==> src/rfx_map.vh <==
// Register map, field positions, codes and timing for the radio command and irq logic.
// Assumes inclusion by bare name from the design files of this block only.
`ifndef RFX_MAP_VH
`define RFX_MAP_VH

// Register addresses on the internal register port
`define RFX_A_RADIO0_IRQS    8'h00
`define RFX_A_RADIO0_IRQM    8'h01
`define RFX_A_RADIO0_STATE   8'h02
`define RFX_A_RADIO0_CMD     8'h03
`define RFX_A_RADIO1_IRQS    8'h10
`define RFX_A_RADIO1_IRQM    8'h11
`define RFX_A_RADIO1_STATE   8'h12
`define RFX_A_RADIO1_CMD     8'h13
`define RFX_A_BB0_IRQS       8'h20
`define RFX_A_BB0_IRQM       8'h21
`define RFX_A_BB1_IRQS       8'h30
`define RFX_A_BB1_IRQM       8'h31
`define RFX_A_IRQ_CFG        8'h40

// State codes
`define RFX_ST_TRANSCEIVER_OFF        3'h2
`define RFX_ST_TRANSMIT_PREPARE        3'h3
`define RFX_ST_TX            3'h4
`define RFX_ST_RX            3'h5
`define RFX_ST_BUSY          3'h6
`define RFX_ST_RESET         3'h7

// Command codes
`define RFX_CMD_NOP          3'h0
`define RFX_CMD_SLEEP        3'h1
`define RFX_CMD_TRANSCEIVER_OFF       3'h2
`define RFX_CMD_TRANSMIT_PREPARE       3'h3
`define RFX_CMD_TX           3'h4
`define RFX_CMD_RX           3'h5
`define RFX_CMD_RESET        3'h7

// Radio flag bit positions
`define RFX_RB_WAKEUP        0
`define RFX_RB_PREP_READY    1
`define RFX_RB_ENERGY_DONE   2
`define RFX_RB_LOW_BATTERY   3
`define RFX_RB_PLL_ERROR     4
`define RFX_RB_SYNC_FAIL     5

// Baseband flag bit positions
`define RFX_BB_FRAME_START   0
`define RFX_BB_FRAME_END     1
`define RFX_BB_ADDR_MATCH    2
`define RFX_BB_EXT_MATCH     3
`define RFX_BB_TX_END        4
`define RFX_BB_GAIN_HOLD     5
`define RFX_BB_GAIN_RELEASE  6
`define RFX_BB_BUF_LEVEL     7

// Config bit and reset values
`define RFX_CFG_SHOW_MASKED  3
`define RFX_RADIO_MASK_RST   8'h01
`define RFX_BB_MASK_RST      8'h00
`define RFX_CFG_RST          8'h00

// Duration of one state transition
`define RFX_TRANS_NS         1000
`define RFX_CLK_MHZ          20
`define RFX_TRANS_CYCLES     ((`RFX_TRANS_NS * `RFX_CLK_MHZ) / 1000)

`endif

==> src/rfx_irq_ctrl.v <==
// Command, state and interrupt aggregation for two radios and two basebands.
// Assumes an SPI front end that turns host accesses into one-cycle strobes on clk.
//
// What this block does
// - Report state code in three read-only bits
// - Command write starts the matching state transition
// - Decode nop, sleep, off, prepare, transmit, receive
// - Reset command settles in transceiver off
// - Merge all four sources onto one pin
// - Separate enable mask per radio and baseband
// - After reset only wake-up stays enabled
// - Four status registers, one per unit
// - Deep wake flags both radios; sleep one
// - Chip reset flags both; transceiver reset one
// - Low battery flags both radios together
// - Sync failure flag only in raw mode
// - Raw mode stops new baseband flags; reads still clear
// - Reading a status register clears it
// - Single reads and block reads both clear
// - Pin active while any enabled flag pends
// - Show-masked bit records disabled events too
// - Baseband mask bit one passes, zero blocks
// - Baseband enable bits seven down to three
// - One queued command, fetched after transition
// - Show-masked clear drops disabled events
// - Wake-up enable forced on in sleep/reset
// - Baseband enable bits two down to zero
`timescale 1ns/1ps
`default_nettype none
`include "rfx_map.vh"

module rfx_irq_ctrl #(
  parameter TRANS_CYCLES = `RFX_TRANS_CYCLES
) (
  input  wire       clk,
  input  wire       rstn,
  input  wire [7:0] reg_addr,
  input  wire       reg_wr,
  input  wire       reg_rd,
  input  wire [7:0] reg_wdata,
  output reg  [7:0] reg_rdata,
  input  wire [1:0] energy_measure_done,
  input  wire [1:0] pll_lock_error_flag,
  input  wire       low_battery_flag,
  input  wire [1:0] sample_link_sync_fail,
  input  wire [7:0] bb0_events,
  input  wire [7:0] bb1_events,
  input  wire       iq_radio_mode,
  output reg        irq
);

  // Host-visible registers and the power-on wake pulse
  reg [7:0] radio0_irq_flags_q;
  reg [7:0] radio1_irq_flags_q;
  reg [7:0] radio0_irq_enable_q;
  reg [7:0] radio1_irq_enable_q;
  reg [7:0] baseband0_irq_flags_q;
  reg [7:0] baseband1_irq_flags_q;
  reg [7:0] baseband0_irq_enable_q;
  reg [7:0] baseband1_irq_enable_q;
  reg [7:0] irq_config_q;
  reg [2:0] cmd0_q;
  reg [2:0] cmd1_q;
  reg       por_q;

  // Transceiver machine outputs
  wire [2:0] state0;
  wire [2:0] state1;
  wire       asleep0;
  wire       asleep1;
  wire       prep0;
  wire       prep1;
  wire       wake0;
  wire       wake1;
  wire       clr0;
  wire       clr1;

  // Flag update: set wins over the read clear
  function [7:0] flag_next;
    input [7:0] cur;
    input       rd_clr;
    input [7:0] evt;
    input [7:0] mask;
    input       show_masked;
    begin
      flag_next = (rd_clr ? 8'h00 : cur) | (evt & (show_masked ? 8'hff : mask));
    end
  endfunction

  // Radio mask write; wake enable cannot be dropped while held in reset or sleep
  function [7:0] radio_mask_wr;
    input [7:0] wdata;
    input       held;
    begin
      radio_mask_wr = {2'b00, wdata[5:1], wdata[0] | held};
    end
  endfunction

  // Hold wipes a stale release flag, release wipes a stale hold flag
  function [7:0] gain_kill;
    input [7:0] evt;
    begin
      gain_kill = {1'b0, evt[`RFX_BB_GAIN_HOLD], evt[`RFX_BB_GAIN_RELEASE], 5'h00};
    end
  endfunction

  // Frame end or transmit end, only counted in baseband mode
  function frame_done;
    input [7:0] evt;
    input       raw;
    begin
      frame_done = !raw && (evt[`RFX_BB_TX_END] || evt[`RFX_BB_FRAME_END]);
    end
  endfunction

  // Any flag that is both pending and enabled
  function pending;
    input [7:0] flags;
    input [7:0] mask;
    begin
      pending = |(flags & mask);
    end
  endfunction

  // Register strobes
  wire wr_cmd0   = reg_wr && (reg_addr == `RFX_A_RADIO0_CMD);
  wire wr_cmd1   = reg_wr && (reg_addr == `RFX_A_RADIO1_CMD);
  wire rd_rflag0 = reg_rd && (reg_addr == `RFX_A_RADIO0_IRQS);
  wire rd_rflag1 = reg_rd && (reg_addr == `RFX_A_RADIO1_IRQS);
  wire rd_bflag0 = reg_rd && (reg_addr == `RFX_A_BB0_IRQS);
  wire rd_bflag1 = reg_rd && (reg_addr == `RFX_A_BB1_IRQS);
  wire show_m    = irq_config_q[`RFX_CFG_SHOW_MASKED];

  // Deep sleep when both are asleep; an off command wakes both
  wire deep_sleep = asleep0 && asleep1;
  wire off_wr0    = wr_cmd0 && (reg_wdata[2:0] == `RFX_CMD_TRANSCEIVER_OFF);
  wire off_wr1    = wr_cmd1 && (reg_wdata[2:0] == `RFX_CMD_TRANSCEIVER_OFF);
  wire cmd_go0    = wr_cmd0 || (deep_sleep && off_wr1);
  wire cmd_go1    = wr_cmd1 || (deep_sleep && off_wr0);
  wire [2:0] code0 = wr_cmd0 ? reg_wdata[2:0] : `RFX_CMD_TRANSCEIVER_OFF;
  wire [2:0] code1 = wr_cmd1 ? reg_wdata[2:0] : `RFX_CMD_TRANSCEIVER_OFF;

  // Frame end events drop the radio back to prepare in baseband mode
  wire auto0 = frame_done(bb0_events, iq_radio_mode);
  wire auto1 = frame_done(bb1_events, iq_radio_mode);

  // Two transceiver machines
  rfx_trx_fsm #(
    .TRANS_CYCLES (TRANS_CYCLES)
  ) u_trx0 (
    .clk        (clk),
    .rstn       (rstn),
    .cmd_wr     (cmd_go0),
    .cmd_code   (code0),
    .auto_prep  (auto0),
    .state      (state0),
    .asleep     (asleep0),
    .prep_ready (prep0),
    .wake_done  (wake0),
    .regs_clear (clr0)
  );

  rfx_trx_fsm #(
    .TRANS_CYCLES (TRANS_CYCLES)
  ) u_trx1 (
    .clk        (clk),
    .rstn       (rstn),
    .cmd_wr     (cmd_go1),
    .cmd_code   (code1),
    .auto_prep  (auto1),
    .state      (state1),
    .asleep     (asleep1),
    .prep_ready (prep1),
    .wake_done  (wake1),
    .regs_clear (clr1)
  );

  // Radio event vectors
  wire [7:0] radio_evt0;
  wire [7:0] radio_evt1;
  assign radio_evt0 = {2'b00,
                       sample_link_sync_fail[0] & iq_radio_mode,
                       pll_lock_error_flag[0],
                       low_battery_flag,
                       energy_measure_done[0],
                       prep0,
                       wake0 | por_q};
  assign radio_evt1 = {2'b00,
                       sample_link_sync_fail[1] & iq_radio_mode,
                       pll_lock_error_flag[1],
                       low_battery_flag,
                       energy_measure_done[1],
                       prep1,
                       wake1 | por_q};

  // Baseband events; hold and release cancel each other
  wire [7:0] bb_evt0 = iq_radio_mode ? 8'h00 : bb0_events;
  wire [7:0] bb_evt1 = iq_radio_mode ? 8'h00 : bb1_events;
  wire [7:0] bb_kill0 = gain_kill(bb_evt0);
  wire [7:0] bb_kill1 = gain_kill(bb_evt1);

  // Power-on wake pulse, one cycle after reset release
  always @(posedge clk or negedge rstn)
  begin
    if (!rstn)
      por_q <= 1'b1;
    else
      por_q <= 1'b0;
  end

  // Status registers, cleared on read
  always @(posedge clk or negedge rstn)
  begin
    if (!rstn)
    begin
      radio0_irq_flags_q    <= 8'h00;
      radio1_irq_flags_q    <= 8'h00;
      baseband0_irq_flags_q <= 8'h00;
      baseband1_irq_flags_q <= 8'h00;
    end
    else
    begin
      radio0_irq_flags_q <= flag_next(radio0_irq_flags_q, rd_rflag0, radio_evt0,
                                      radio0_irq_enable_q, show_m);
      radio1_irq_flags_q <= flag_next(radio1_irq_flags_q, rd_rflag1, radio_evt1,
                                      radio1_irq_enable_q, show_m);
      baseband0_irq_flags_q <= flag_next(baseband0_irq_flags_q & ~bb_kill0, rd_bflag0, bb_evt0,
                                         baseband0_irq_enable_q, show_m);
      baseband1_irq_flags_q <= flag_next(baseband1_irq_flags_q & ~bb_kill1, rd_bflag1, bb_evt1,
                                         baseband1_irq_enable_q, show_m);
    end
  end

  // Radio 0 enable mask
  always @(posedge clk or negedge rstn)
  begin
    if (!rstn)
      radio0_irq_enable_q <= `RFX_RADIO_MASK_RST;
    else if (clr0)
      radio0_irq_enable_q <= `RFX_RADIO_MASK_RST;
    else if (reg_wr && reg_addr == `RFX_A_RADIO0_IRQM)
      radio0_irq_enable_q <= radio_mask_wr(reg_wdata, state0 == `RFX_ST_RESET);
    else if (state0 == `RFX_ST_RESET)
      radio0_irq_enable_q[`RFX_RB_WAKEUP] <= 1'b1;
  end

  // Radio 1 enable mask
  always @(posedge clk or negedge rstn)
  begin
    if (!rstn)
      radio1_irq_enable_q <= `RFX_RADIO_MASK_RST;
    else if (clr1)
      radio1_irq_enable_q <= `RFX_RADIO_MASK_RST;
    else if (reg_wr && reg_addr == `RFX_A_RADIO1_IRQM)
      radio1_irq_enable_q <= radio_mask_wr(reg_wdata, state1 == `RFX_ST_RESET);
    else if (state1 == `RFX_ST_RESET)
      radio1_irq_enable_q[`RFX_RB_WAKEUP] <= 1'b1;
  end

  // Baseband enable masks, all eight bits used
  always @(posedge clk or negedge rstn)
  begin
    if (!rstn)
    begin
      baseband0_irq_enable_q <= `RFX_BB_MASK_RST;
      baseband1_irq_enable_q <= `RFX_BB_MASK_RST;
    end
    else
    begin
      if (clr0)
        baseband0_irq_enable_q <= `RFX_BB_MASK_RST;
      else if (reg_wr && reg_addr == `RFX_A_BB0_IRQM)
        baseband0_irq_enable_q <= reg_wdata;
      if (clr1)
        baseband1_irq_enable_q <= `RFX_BB_MASK_RST;
      else if (reg_wr && reg_addr == `RFX_A_BB1_IRQM)
        baseband1_irq_enable_q <= reg_wdata;
    end
  end

  // Config and command readback
  always @(posedge clk or negedge rstn)
  begin
    if (!rstn)
    begin
      irq_config_q <= `RFX_CFG_RST;
      cmd0_q       <= `RFX_CMD_NOP;
      cmd1_q       <= `RFX_CMD_NOP;
    end
    else
    begin
      if (reg_wr && reg_addr == `RFX_A_IRQ_CFG)
        irq_config_q <= {4'h0, reg_wdata[`RFX_CFG_SHOW_MASKED], 3'h0};
      if (wr_cmd0)
        cmd0_q <= reg_wdata[2:0];
      if (wr_cmd1)
        cmd1_q <= reg_wdata[2:0];
    end
  end

  // Interrupt pin: any enabled pending flag
  always @(posedge clk or negedge rstn)
  begin
    if (!rstn)
      irq <= 1'b0;
    else
      irq <= pending(radio0_irq_flags_q, radio0_irq_enable_q)
           | pending(radio1_irq_flags_q, radio1_irq_enable_q)
           | pending(baseband0_irq_flags_q, baseband0_irq_enable_q)
           | pending(baseband1_irq_flags_q, baseband1_irq_enable_q);
  end

  // Read data, captured from pre-clear values
  always @(posedge clk or negedge rstn)
  begin
    if (!rstn)
      reg_rdata <= 8'h00;
    else if (reg_rd)
    begin
      if (reg_addr == `RFX_A_RADIO0_IRQS)
        reg_rdata <= radio0_irq_flags_q;
      else if (reg_addr == `RFX_A_RADIO0_IRQM)
        reg_rdata <= radio0_irq_enable_q;
      else if (reg_addr == `RFX_A_RADIO0_STATE)
        reg_rdata <= {5'h00, state0};
      else if (reg_addr == `RFX_A_RADIO0_CMD)
        reg_rdata <= {5'h00, cmd0_q};
      else if (reg_addr == `RFX_A_RADIO1_IRQS)
        reg_rdata <= radio1_irq_flags_q;
      else if (reg_addr == `RFX_A_RADIO1_IRQM)
        reg_rdata <= radio1_irq_enable_q;
      else if (reg_addr == `RFX_A_RADIO1_STATE)
        reg_rdata <= {5'h00, state1};
      else if (reg_addr == `RFX_A_RADIO1_CMD)
        reg_rdata <= {5'h00, cmd1_q};
      else if (reg_addr == `RFX_A_BB0_IRQS)
        reg_rdata <= baseband0_irq_flags_q;
      else if (reg_addr == `RFX_A_BB0_IRQM)
        reg_rdata <= baseband0_irq_enable_q;
      else if (reg_addr == `RFX_A_BB1_IRQS)
        reg_rdata <= baseband1_irq_flags_q;
      else if (reg_addr == `RFX_A_BB1_IRQM)
        reg_rdata <= baseband1_irq_enable_q;
      else if (reg_addr == `RFX_A_IRQ_CFG)
        reg_rdata <= irq_config_q;
      else
        reg_rdata <= 8'h00;
    end
  end

endmodule
`default_nettype wire

==> src/rfx_trx_fsm.v <==
// One transceiver state machine with a one-deep command queue.
// Assumes commands and event pulses come from logic on the same clock.
`timescale 1ns/1ps
`default_nettype none
`include "rfx_map.vh"

module rfx_trx_fsm #(
  parameter TRANS_CYCLES = `RFX_TRANS_CYCLES
) (
  input  wire       clk,
  input  wire       rstn,
  input  wire       cmd_wr,
  input  wire [2:0] cmd_code,
  input  wire       auto_prep,
  output wire [2:0] state,
  output wire       asleep,
  output reg        prep_ready,
  output reg        wake_done,
  output reg        regs_clear
);

  reg [2:0]  cur_q;
  reg        busy_q;
  reg        rst_q;
  reg [2:0]  dest_q;
  reg [15:0] cnt_q;
  reg        pend_v_q;
  reg [2:0]  pend_q;
  reg        rdy_arm_q;
  reg        wake_arm_q;

  // Whether a command may start from the present state
  function legal;
    input [2:0] cur;
    input [2:0] c;
    begin
      case (c)
        `RFX_CMD_SLEEP:  legal = (cur == `RFX_ST_TRANSCEIVER_OFF);
        `RFX_CMD_TRANSCEIVER_OFF: legal = 1'b1;
        `RFX_CMD_TRANSMIT_PREPARE: legal = (cur != `RFX_ST_RESET);
        `RFX_CMD_TX:     legal = (cur == `RFX_ST_TRANSMIT_PREPARE);
        `RFX_CMD_RX:     legal = (cur == `RFX_ST_TRANSMIT_PREPARE) || (cur == `RFX_ST_TRANSCEIVER_OFF);
        default:         legal = 1'b0;
      endcase
    end
  endfunction

  // Command acceptance; nop and code 6 are ignored
  wire       cmd_ok    = cmd_wr && (cmd_code >= `RFX_CMD_SLEEP) && (cmd_code <= `RFX_CMD_RX);
  wire       take_pend = !busy_q && pend_v_q;
  wire [2:0] go_code   = take_pend ? pend_q : cmd_code;
  wire       go        = !busy_q && (take_pend || cmd_ok) && legal(cur_q, go_code);

  // Reported state
  assign state  = (busy_q && !rst_q) ? `RFX_ST_BUSY : cur_q;
  assign asleep = !busy_q && !rst_q && (cur_q == `RFX_ST_RESET);

  // Transition sequencer
  always @(posedge clk or negedge rstn)
  begin
    if (!rstn)
    begin
      cur_q      <= `RFX_ST_TRANSCEIVER_OFF;
      busy_q     <= 1'b0;
      rst_q      <= 1'b0;
      dest_q     <= `RFX_ST_TRANSCEIVER_OFF;
      cnt_q      <= 16'h0000;
      pend_v_q   <= 1'b0;
      pend_q     <= 3'h0;
      rdy_arm_q  <= 1'b0;
      wake_arm_q <= 1'b0;
      prep_ready <= 1'b0;
      wake_done  <= 1'b0;
      regs_clear <= 1'b0;
    end
    else
    begin
      prep_ready <= 1'b0;
      wake_done  <= 1'b0;
      regs_clear <= 1'b0;
      if (cmd_wr && cmd_code == `RFX_CMD_RESET)
      begin
        // Reset aborts all, then settles in transceiver off
        cur_q      <= `RFX_ST_RESET;
        busy_q     <= 1'b1;
        rst_q      <= 1'b1;
        dest_q     <= `RFX_ST_TRANSCEIVER_OFF;
        cnt_q      <= TRANS_CYCLES[15:0] - 16'h0001;
        pend_v_q   <= 1'b0;
        rdy_arm_q  <= 1'b0;
        wake_arm_q <= 1'b1;
        regs_clear <= 1'b1;
      end
      else if (busy_q)
      begin
        if (cmd_ok)
        begin
          pend_q   <= cmd_code;
          pend_v_q <= 1'b1;
        end
        if (cnt_q == 16'h0000)
        begin
          busy_q     <= 1'b0;
          rst_q      <= 1'b0;
          cur_q      <= dest_q;
          prep_ready <= rdy_arm_q;
          wake_done  <= wake_arm_q;
          regs_clear <= (dest_q == `RFX_ST_RESET);
        end
        else
          cnt_q <= cnt_q - 16'h0001;
      end
      else if (go)
      begin
        // Start a transition; a newer command waits behind it
        busy_q     <= 1'b1;
        dest_q     <= (go_code == `RFX_CMD_SLEEP) ? `RFX_ST_RESET : go_code;
        cnt_q      <= TRANS_CYCLES[15:0] - 16'h0001;
        rdy_arm_q  <= (go_code == `RFX_CMD_TRANSMIT_PREPARE);
        wake_arm_q <= (cur_q == `RFX_ST_RESET);
        pend_v_q   <= take_pend && cmd_ok;
        pend_q     <= cmd_code;
      end
      else
      begin
        pend_v_q <= take_pend && cmd_ok;
        pend_q   <= cmd_code;
        if (auto_prep && (cur_q == `RFX_ST_TX || cur_q == `RFX_ST_RX))
          cur_q <= `RFX_ST_TRANSMIT_PREPARE;
      end
    end
  end

endmodule
`default_nettype wire

==> config.mk <==
export PLATFORM = sky130hd
export DESIGN_NAME = rfx_irq_ctrl
export DESIGN_NICKNAME = d
export VERILOG_FILES = /design/src/rfx_irq_ctrl.v /design/src/rfx_trx_fsm.v
export VERILOG_INCLUDE_DIRS = /design/src /design/src/src
export SDC_FILE = /design/constraint.sdc
export NUM_CORES = 1
export LEC_CHECK = 0
export BUFFER_PORTS_ARGS = -buffer_cell sky130_fd_sc_hd__buf_4
export CAP_MARGIN = 15
export CORE_MARGIN = 5
export CORE_UTILIZATION = 55
export CTS_CLUSTER_DIAMETER = 150
export DETAILED_ROUTE_END_ITERATION = 6
export HOLD_SLACK_MARGIN = 0.15
export PLACE_DENSITY = 0.84
export SLEW_MARGIN = 25
export SYNTH_ARGS = -nofsm -noshare
export SYNTH_HDL_FRONTEND = slang
export SYNTH_SLANG_ARGS = --single-unit
==> constraint.sdc <==
create_clock -name clk -period 2.42 [get_ports clk]
set_clock_uncertainty 0.1 [all_clocks]
set_input_delay 0.121 -clock clk [delete_from_list [all_inputs] [get_ports clk]]
set_output_delay 0.121 -clock clk [all_outputs]
set_load 0.05 [all_outputs]
==> results of run 1 <==
[path summary, 6_finish.rpt]
kind                       slack [ps]                endpoint             start  depth (start not counted)
min reg2reg                       370   radio0_irq_flags_q[0]  u_trx0.wake_done                          2
max reg2reg                        80         u_trx0.cnt_q[4]     u_trx0.busy_q                          6
min                               180         irq_config_q[3]       reg_addr[6]                          4
max                                60         u_trx0.cnt_q[4]      reg_wdata[0]                         10
min in group asynchronous         650        u_trx0.cnt_q[11]              rstn                          3
max in group asynchronous         810  radio1_irq_enable_q[0]              rstn                          4
[per-layer routing]
layer	routed length (um)	GRT usage	vias to the layer above
met1	8720	0.359	3522
met3	1980	0.0783	137
li1	-	-	3262
met5	0	0	-
met2	10600	0.463	458
met4	1550	0.177	0
[cells in the final DEF, fill, tap and decap left out, types with 13 or more instances in the layout]
cell and count:
a21oi_1 42, buf_4 116, inv_1 16, nor4_1 13, o211ai_1 21, nor3_1 46, clkbuf_16 17, o21ai_0 32
nand2_1 135, nand4_1 15, nor2_1 55, dlygate4sd3_1 43, mux2i_1 14, xnor2_1 16, nand3_1 47, dfrtp_1 132
[worst register-to-register path, stage by stage, from the launching register on]
cell	delay (ps)
dfrtp_1	450
nand2b_1	210
a41oi_1	360
or3b_1	230
a2bb2oi_2	220
nor2_2	100
or4_1	550
[stage by stage]
step / instances / hold WS [ps] / setup TNS, ps / power [mW] / util
2_1_floorplan: 808 / -275 / 0 / 3.74 / -
3_3_place_gp: 1062 / 16.2 / 0 / 4.20 / 0.631
3_5_place_dp: 1062 / 17.5 / -94.8 / 4.25 / 0.631
4_1_cts: 1137 / 175 / 0 / 7.01 / 0.710
5_1_grt: 1137 / 202 / -41.5 / 7.35 / 0.713
6_report: 1137 / 184 / 0 / 7.07 / 0.713
[power by group]
part           switching [mW]  internal (mW)
Sequential              0.416           2.70
Clock                   0.972           1.71
Combinational           0.697          0.570
[cell families after synthesis]
kind of cell,count (synthesis),synth area share
and+or+nand+nor,375,0.253
AOI/OAI and AO/OA,186,0.174
DFF,139,0.473
buffers and inverters,58,0.0340
xor gates and xnor gates,27,0.0321
muxes,20,0.0297
adders and majority gates,2,0.00340
other,1,0.000509
[registers in the layout, summed over array words and instances, names as in the netlist, 6 cells and up]
register                cells
radio0_irq_flags_q          6
baseband0_irq_enable_q      8
radio1_irq_enable_q         6
u_trx1.cnt_q               16
baseband1_irq_flags_q       8
u_trx0.cnt_q               16
baseband0_irq_flags_q       8
radio0_irq_enable_q         6
reg_rdata                   8
radio1_irq_flags_q          6
baseband1_irq_enable_q      8
[area by class of cell]
class / instances / area share
clock buffer: 27 / 0.0567
clock inverter: 5 / 0.00851
inverter: 17 / 0.00678
multi-input combinational: 611 / 0.390
sequential: 139 / 0.371
tap: 176 / 0.0234
timing repair buffer: 162 / 0.144
[repair_timing]
item                                    CTS  global route
hold endpoints to repair                209             0
hold buffers                             43             0
gates resized for setup                   0             8
endpoints found under the setup margin    0            12
==> results.yml, run 1 <==
run_status:
  outcome: "complete, no violations"
synthesis:
  ys_types: 81
  ys.flop_type: "dfrtp_1"
  synth_seq_cells: 139
  synth-seq-area-share: 0.473
  syn_area_sq_um: 7370
  ys_top_cells_by_area: "dfrtp_1, nand2_1, nand3_1, nor3_1, a21oi_1"
  yosys_warnings: 0
  synthMostInstantiatedCell: "nand2_1"
  synth_edf_count: 0
  synthArstFlopShare: 1.00
  synth_nets: 854
  synth.largest_area_cell: "dfrtp_1"
  synthCells: 808
  avgSynthCellArea_sq_um: 9.12
  synth_common_cells: "nand2_1, dfrtp_1, nor2_1"
  synth_top_area_frac: 0.448
detailed_routing:
  routed_wl_um: 22800
  drc: 0
  wire_per_inst_um: 20.1
  ant_nets: 0
  vias_per_cell: 6.49
  first_pass_iters: 5
  vias: 7379
  drt-initial-drc-count: 1095
worst_setup_path:
  crit_arrival_ps: 2550
  crit_buf_inv: 4
  critPathRequiredTime_ps: 2610
  cpMostUsedCell: "buf_4"
  endpoint_kind: "flip-flop"
  critPathTopFamily: "simple AND/OR/NAND/NOR gates"
  slowest_stage: "or4_1"
  slowest_delay_ps: 550
  startpoint_type: "input pin"
  path_class: "in2reg"
  crit_fanout: 6
  worstPathCellList: "dlygate4sd3_1 -> buf_4 -> buf_4 -> or3_1 -> nand3_2 -> o221ai_1 -> buf_4 -> o311ai_4 -> nor2_2 -> or4_1"
clock_tree:
  cts.sinks: 139
  cts_tree: "yes"
  cts_htree_levels: 4
  cts_setup_buffers: 0
  clk_path_buf_depth: 2
  cts_made_buffers: 17
  clkLatencyLatePin_ps: 430
  clk_pin_slew_ps: 60
  clockRootBuffer: "clkbuf_16"
timing:
  final-max-slew-violation-count: 0
  finalCritPeriodShare: 0.975
  tightest_slew_ps: 648
  rsz0062_at_grt: "true"
  setup_violations: 0
  relSlewSlack: 0.565
  period_needed_ps: 2360
  hold_viol_final: 0
  max_freq_mhz: 424
  layout_setup_ws_ps: 61.1
power_and_ir_drop:
  power_leakage_nw: 4.10
  ir_drop_v: 0.000552
  power_density_nw_per_um2: 751
global_routing:
  antenna_found_initial: 0
  grt_overflow_total: 0
  grt_pass1_vias: 7234
  grt_max_degree: 58
  grt_usage: 0.292
  grt_pass1_wl_um: 37100
place:
  placed_area_sq_um: 8320
  post-place-ws_ps: -55.6
  gp_congestion: 0.962
  dp_hpwl_um: 15200
  io_buffers: 52
floorplan:
  die_area_sq_um: 15800
  core_sq_um: 13200
  io_pins: 53
  num_rows: 42
  dieWidth_um: 126
  chipHeight_um: 126
  initial_utilization: 0.559
finish:
  final_area_sq_um: 9410
  synthToLayoutAreaGrowth_pct: 27.7
  final_net_count: 994
  fillers: 887
  multi_input_area_sq_um: 3670
  drive_above_1_share: 0.191
  seqCellArea_sq_um: 3490
  antenna_cells: 0
min_path:
  hp-class: "in2reg"
run:
  maxCapViolations: 0
Note: power is estimated with default switching activity, not from simulation.
==> run 2, diff against run 1 <==
--- a/config.mk
+++ b/config.mk
@@ -9,12 +9,13 @@
 export BUFFER_PORTS_ARGS = -buffer_cell sky130_fd_sc_hd__buf_4
 export CAP_MARGIN = 15
 export CORE_MARGIN = 5
-export CORE_UTILIZATION = 55
+export CORE_UTILIZATION = 38
 export CTS_CLUSTER_DIAMETER = 150
 export DETAILED_ROUTE_END_ITERATION = 6
 export HOLD_SLACK_MARGIN = 0.15
-export PLACE_DENSITY = 0.84
+export PLACE_DENSITY = 0.64
 export SLEW_MARGIN = 25
 export SYNTH_ARGS = -nofsm -noshare
 export SYNTH_HDL_FRONTEND = slang
 export SYNTH_SLANG_ARGS = --single-unit
+export TNS_END_PERCENT = 30
==> run 2 against run 1 <==
  * Die area increased by 41%
  * First-iteration DRC count decreased by 41%
  * Clock power decreased by 2%
  * Global-route usage decreased by 8.3 points
  * Sequential power about the same
  * Maximum frequency increased by 2.9%
  * Sequential cell count unchanged
  * Worst hold slack got worse by 16 ps
  * Critical path type is now reg2reg
==> results.yml, run 2 (synthesis gave the netlist of run 1 again) <==
timing:
  layout_setup_ws_ps: 127
  tightest_slew_ps: 634
  finalCritPeriodShare: 0.948
  period_needed_ps: 2290
  rsz0062_at_grt: "false"
  relSlewSlack: 0.577
  hold_viol_final: 0
  final-max-slew-violation-count: 0
  whs_ps: 168
  max_freq_mhz: 436
  setup_violations: 0
  fin_tns_setup_ps: 0
power_and_ir_drop:
  combPwrFrac: 0.178
  switching_share: 0.298
  seq_power_share: 0.445
  power_switching_mw: 2.07
  power_density_nw_per_um2: 727
  p_int_mw: 4.87
  ir_drop_v: 0.000419
  power_leakage_nw: 4.12
  clockPowerShare: 0.378
  power.total_mw: 6.94
detailed_routing:
  drt-met1-wl_um: 9940
  wire_per_inst_um: 18.4
  drc: 0
  vias_per_cell: 5.63
  first_pass_iters: 5
  ant_nets: 0
  drt-initial-drc-count: 647
  wl_met2_um: 11000
  wl_met3_um: 1220
  vias: 6934
  highest_layer: "met4"
  routed_wl_um: 22600
finish:
  most-common-layout-cells: "nand2_1, dfrtp_1, buf_4"
  final_util: 0.495
  final_area_sq_um: 9550
  stdcell_count: 1231
  synthToLayoutAreaGrowth_pct: 29.6
  final_common_cell: "nand2_1"
  antenna_cells: 0
  drive_above_1_share: 0.200
  top_regs: "u_trx0.cnt_q x16, u_trx1.cnt_q x16"
  final_net_count: 999
clock_tree:
  cts_made_buffers: 17
  cts_htree_levels: 4
  clk_pin_slew_ps: 60
  cts.sinks: 139
  clk_path_buf_depth: 2
  clkLatencyLatePin_ps: 420
  clockRootBuffer: "clkbuf_16"
  cts_tree: "yes"
floorplan:
  chipHeight_um: 149
  initial_utilization: 0.382
  num_rows: 51
  io_pins: 53
  die_area_sq_um: 22300
  core_sq_um: 19300
  dieWidth_um: 149
worst_setup_path:
  path_class: "reg2reg"
  critPathRequiredTime_ps: 2610
  timing.rr.end: "u_trx0.cnt_q[4]"
  startpoint_type: "flip-flop"
  rr_worst_depth: 6
  crit_fanout: 7
  crit_arrival_ps: 2480
  cp-endpoint: "u_trx0.cnt_q[4]"
  r2r_start: "u_trx0.pend_v_q"
  r2r_setup_slack_ps: 130
  endpoint_kind: "flip-flop"
  crit_path_start: "u_trx0.pend_v_q"
min_path:
  hp-class: "in2reg"
place:
  placed_area_sq_um: 8470
  post-place-ws_ps: 58.0
  dp_hpwl_um: 16100
  io_buffers: 52
  dp.cells: 1156
  gp_congestion: 0.908
global_routing:
  antenna_found_initial: 0
  grt_overflow_total: 0
  grt_pass1_wl_um: 36900
  grt_max_degree: 51
  grt_usage: 0.209
  grt_pass1_vias: 6915
run_status:
  outcome: "complete, no violations"
run:
  maxCapViolations: 0
## run 2: changes by cell type in the layout (fill, tap and decap cells not counted), moves of 3 or more
cell | before | now
clkbuf_1 | 3 | 0
inv_6 | 0 | 3
buf_6 | 1 | 5
clkbuf_8 | 7 | 2
## run 2: power by group through the flow
stage	Clock [mW]	Sequential, mW	Combinational, mW
floorplan	0	3.03	0.702
global placement	0	3.10	1.15
detailed placement	0	3.11	1.18
CTS	2.66	3.08	1.24
global route	2.77	3.13	1.39
finish	2.62	3.09	1.23
## run 2: timing repair
action                                  4_1_cts  5_1_grt
hold endpoints to repair                    205        0
resized for setup                             0       11
hold buffers                                 43        0
endpoints found under the setup margin        0       24
setup buffers                                 0        1
## run 2: critical path, cell delays in order, from the launching register on
cell and delay [ps]:
dfrtp_1 410, nor2b_1 380, nand2_1 130, o21a_1 170, o311ai_4 330, nor2_2 120, or4_1 540
## run 2: worst min-delay path by stage
stage	from	endpoint	slack [ps]	cells after the start
detailed placement	rstn	u_trx0.cnt_q[9]	-20	1
finish	reg_addr[4]	u_trx0.pend_q[1]	170	5
global placement	rstn	u_trx0.cnt_q[9]	-20	1
floorplan	rstn	baseband0_irq_enable_q[0]	-270	0
CTS	reg_addr[6]	cmd1_q[0]	160	5
global route	rstn	u_trx0.cur_q[1]	180	2
## run 2: routing by layer
layer	up-vias	track usage
li1	3276	-
met1	3403	0.280
met2	216	0.342
met3	39	0.0401
met4	0	0.0659
met5	-	0
## run 2: area by class of cell
class,instances,area [sq um]
fill,1809,9720
multi-input combinational,611,3660
sequential,139,3490
timing repair buffer,167,1410
clock buffer,19,453
tap,265,332
clock inverter,13,140
inverter,17,63.8
==> run 3, diff against run 2 <==
--- a/config.mk
+++ b/config.mk
@@ -6,7 +6,7 @@
 export SDC_FILE = /design/constraint.sdc
 export NUM_CORES = 1
 export LEC_CHECK = 0
-export BUFFER_PORTS_ARGS = -buffer_cell sky130_fd_sc_hd__buf_4
+export BUFFER_PORTS_ARGS = -buffer_cell sky130_fd_sc_hd__buf_2
 export CAP_MARGIN = 15
 export CORE_MARGIN = 5
 export CORE_UTILIZATION = 38
==> run 3 against run 2 <==
  * Clock power increased by 6%
  * Die area unchanged
  * Utilization decreased by 0.47 points
  * Sequential cell count unchanged
  * Global-route usage increased by 0.094 points
  * Worst setup slack got worse by 58 ps
  * First-iteration DRC count decreased by 4.6%
  * Cell area decreased by 0.96%
  * Critical path type is now in2reg
==> results.yml, run 3 (synthesis gave the netlist of run 1 again) <==
detailed_routing:
  drc: 0
  wire_per_inst_um: 18.4
  ant_nets: 0
  vias: 6957
  first_pass_iters: 7
  routed_wl_um: 22600
  vias_per_cell: 5.65
  drt-initial-drc-count: 617
worst_setup_path:
  path_class: "in2reg"
  startpoint_type: "input pin"
  timing.rr.end: "u_trx0.cnt_q[1]"
  r2r_setup_slack_ps: 70
  crit_fanout: 4
  r2r_start: "u_trx0.busy_q"
  crit_arrival_ps: 2590
  endpoint_kind: "flip-flop"
  critPathRequiredTime_ps: 2660
  rr_worst_depth: 7
finish:
  synthToLayoutAreaGrowth_pct: 28.3
  top_regs: "u_trx0.cnt_q x16, u_trx1.cnt_q x16"
  drive_above_1_share: 0.200
  final_common_cell: "nand2_1"
  final_net_count: 999
  final_util: 0.491
  antenna_cells: 0
  most-common-layout-cells: "nand2_1, dfrtp_1, buf_4"
  stdcell_count: 1231
floorplan:
  dieWidth_um: 149
  die_area_sq_um: 22300
  num_rows: 51
  initial_utilization: 0.382
  chipHeight_um: 149
  core_sq_um: 19300
  io_pins: 53
timing:
  layout_setup_ws_ps: 68.8
  max_freq_mhz: 425
  tightest_slew_ps: 633
  period_needed_ps: 2350
  finalCritPeriodShare: 0.972
  setup_violations: 0
  final-max-slew-violation-count: 0
  hold_viol_final: 0
  rsz0062_at_grt: "true"
  relSlewSlack: 0.578
clock_tree:
  clkLatencyLatePin_ps: 430
  cts_made_buffers: 17
  clk_pin_slew_ps: 60
  clockRootBuffer: "clkbuf_16"
  cts.sinks: 139
  cts_tree: "yes"
  cts_htree_levels: 4
  cts_setup_buffers: 0
  clk_path_buf_depth: 2
global_routing:
  grt_busiest_layer: "met2"
  grt_max_degree: 51
  grt_overflow_total: 0
  grt_usage: 0.210
  grt_use_met1: 0.282
  use_met3: 0.0404
  grt_pass1_vias: 6819
  grt_pass1_wl_um: 36800
  antenna_found_initial: 0
  grtUsageMet2: 0.340
min_path:
  hp-class: "in2reg"
  min_to: "reg_rdata[2]"
  hold_start: "reg_addr[0]"
  min_path_cells: 5
power_and_ir_drop:
  power_leakage_nw: 4.09
  power.total_mw: 7.13
  power_density_nw_per_um2: 755
  ir_drop_v: 0.000370
place:
  dp_hpwl_um: 16000
  io_buffers: 52
  post-place-ws_ps: 45.4
  gp_congestion: 0.898
  dp.cells: 1156
run:
  maxCapViolations: 0
run_status:
  outcome: "complete, no violations"
run 3: cell count changes in the layout (fill, tap and decap cells not counted), sizes merged:
cell         previous run  this run
dlygate4sd3            41        42
inv                    19        16
clkbuf                 19        21
buf                   126       124
bufinv                  2         4
run 3: area by class of cell:
type / count / area (sq um)
clock inverter: 12 / 170
inverter: 17 / 63.8
multi-input combinational: 611 / 3670
fill: 1818 / 9820
sequential: 139 / 3490
timing repair buffer: 167 / 1270
tap: 265 / 332
clock buffer: 20 / 457
run 3: layer usage:
metal,up-vias,share of wire
met5,-,0
met4,0,0.022
met3,35,0.059
met2,247,0.48
met1,3412,0.44
li1,3263,-
run 3: power breakdown:
| group | internal (mW) | switching (mW) | total [mW] | leakage, nW |
|---|---|---|---|---|
| Clock | 1.77 | 1.02 | 2.79 | 0.298 |
| Combinational | 0.594 | 0.641 | 1.24 | 2.08 |
| Sequential | 2.70 | 0.406 | 3.11 | 1.71 |
run 3: critical path, stage by stage:
cell           delay, ps
buf_2                130
nor4_4               310
dlygate4sd3_1        610
nand4_1              170
mux4_2               550
a2bb2oi_2            210
a2111oi_1            370
o21ai_1              100
run 3: worst max-delay path by stage:
stage	from	to	slack, ps	cells past startpoint
6_report	reg_addr[5]	u_trx0.dest_q[1]	70	8
5_1_grt	u_trx0.busy_q	u_trx0.cnt_q[1]	-60	7
4_1_cts	u_trx0.busy_q	u_trx0.cnt_q[1]	60	7
3_5_place_dp	reg_addr[5]	u_trx1.cnt_q[14]	50	10
3_3_place_gp	reg_addr[5]	reg_rdata[2]	80	8
2_1_floorplan	u_trx1.cnt_q[0]	u_trx1.cur_q[2]	140	8
run 3: metrics by stage:
step,setup TNS [ps],instance area [sq um],hold WS [ps]
floorplan,0,7370,-275
global placement,0,8340,10.3
detailed placement,0,8340,4.07
CTS,0,9410,153
global route,-134,9460,186
finish,0,9460,181
run 3: repair_timing:
item	CTS	global route
setup endpoints to repair	0	36
hold buffers	43	0
gates resized for setup	0	11
endpoints found under the hold margin	204	0
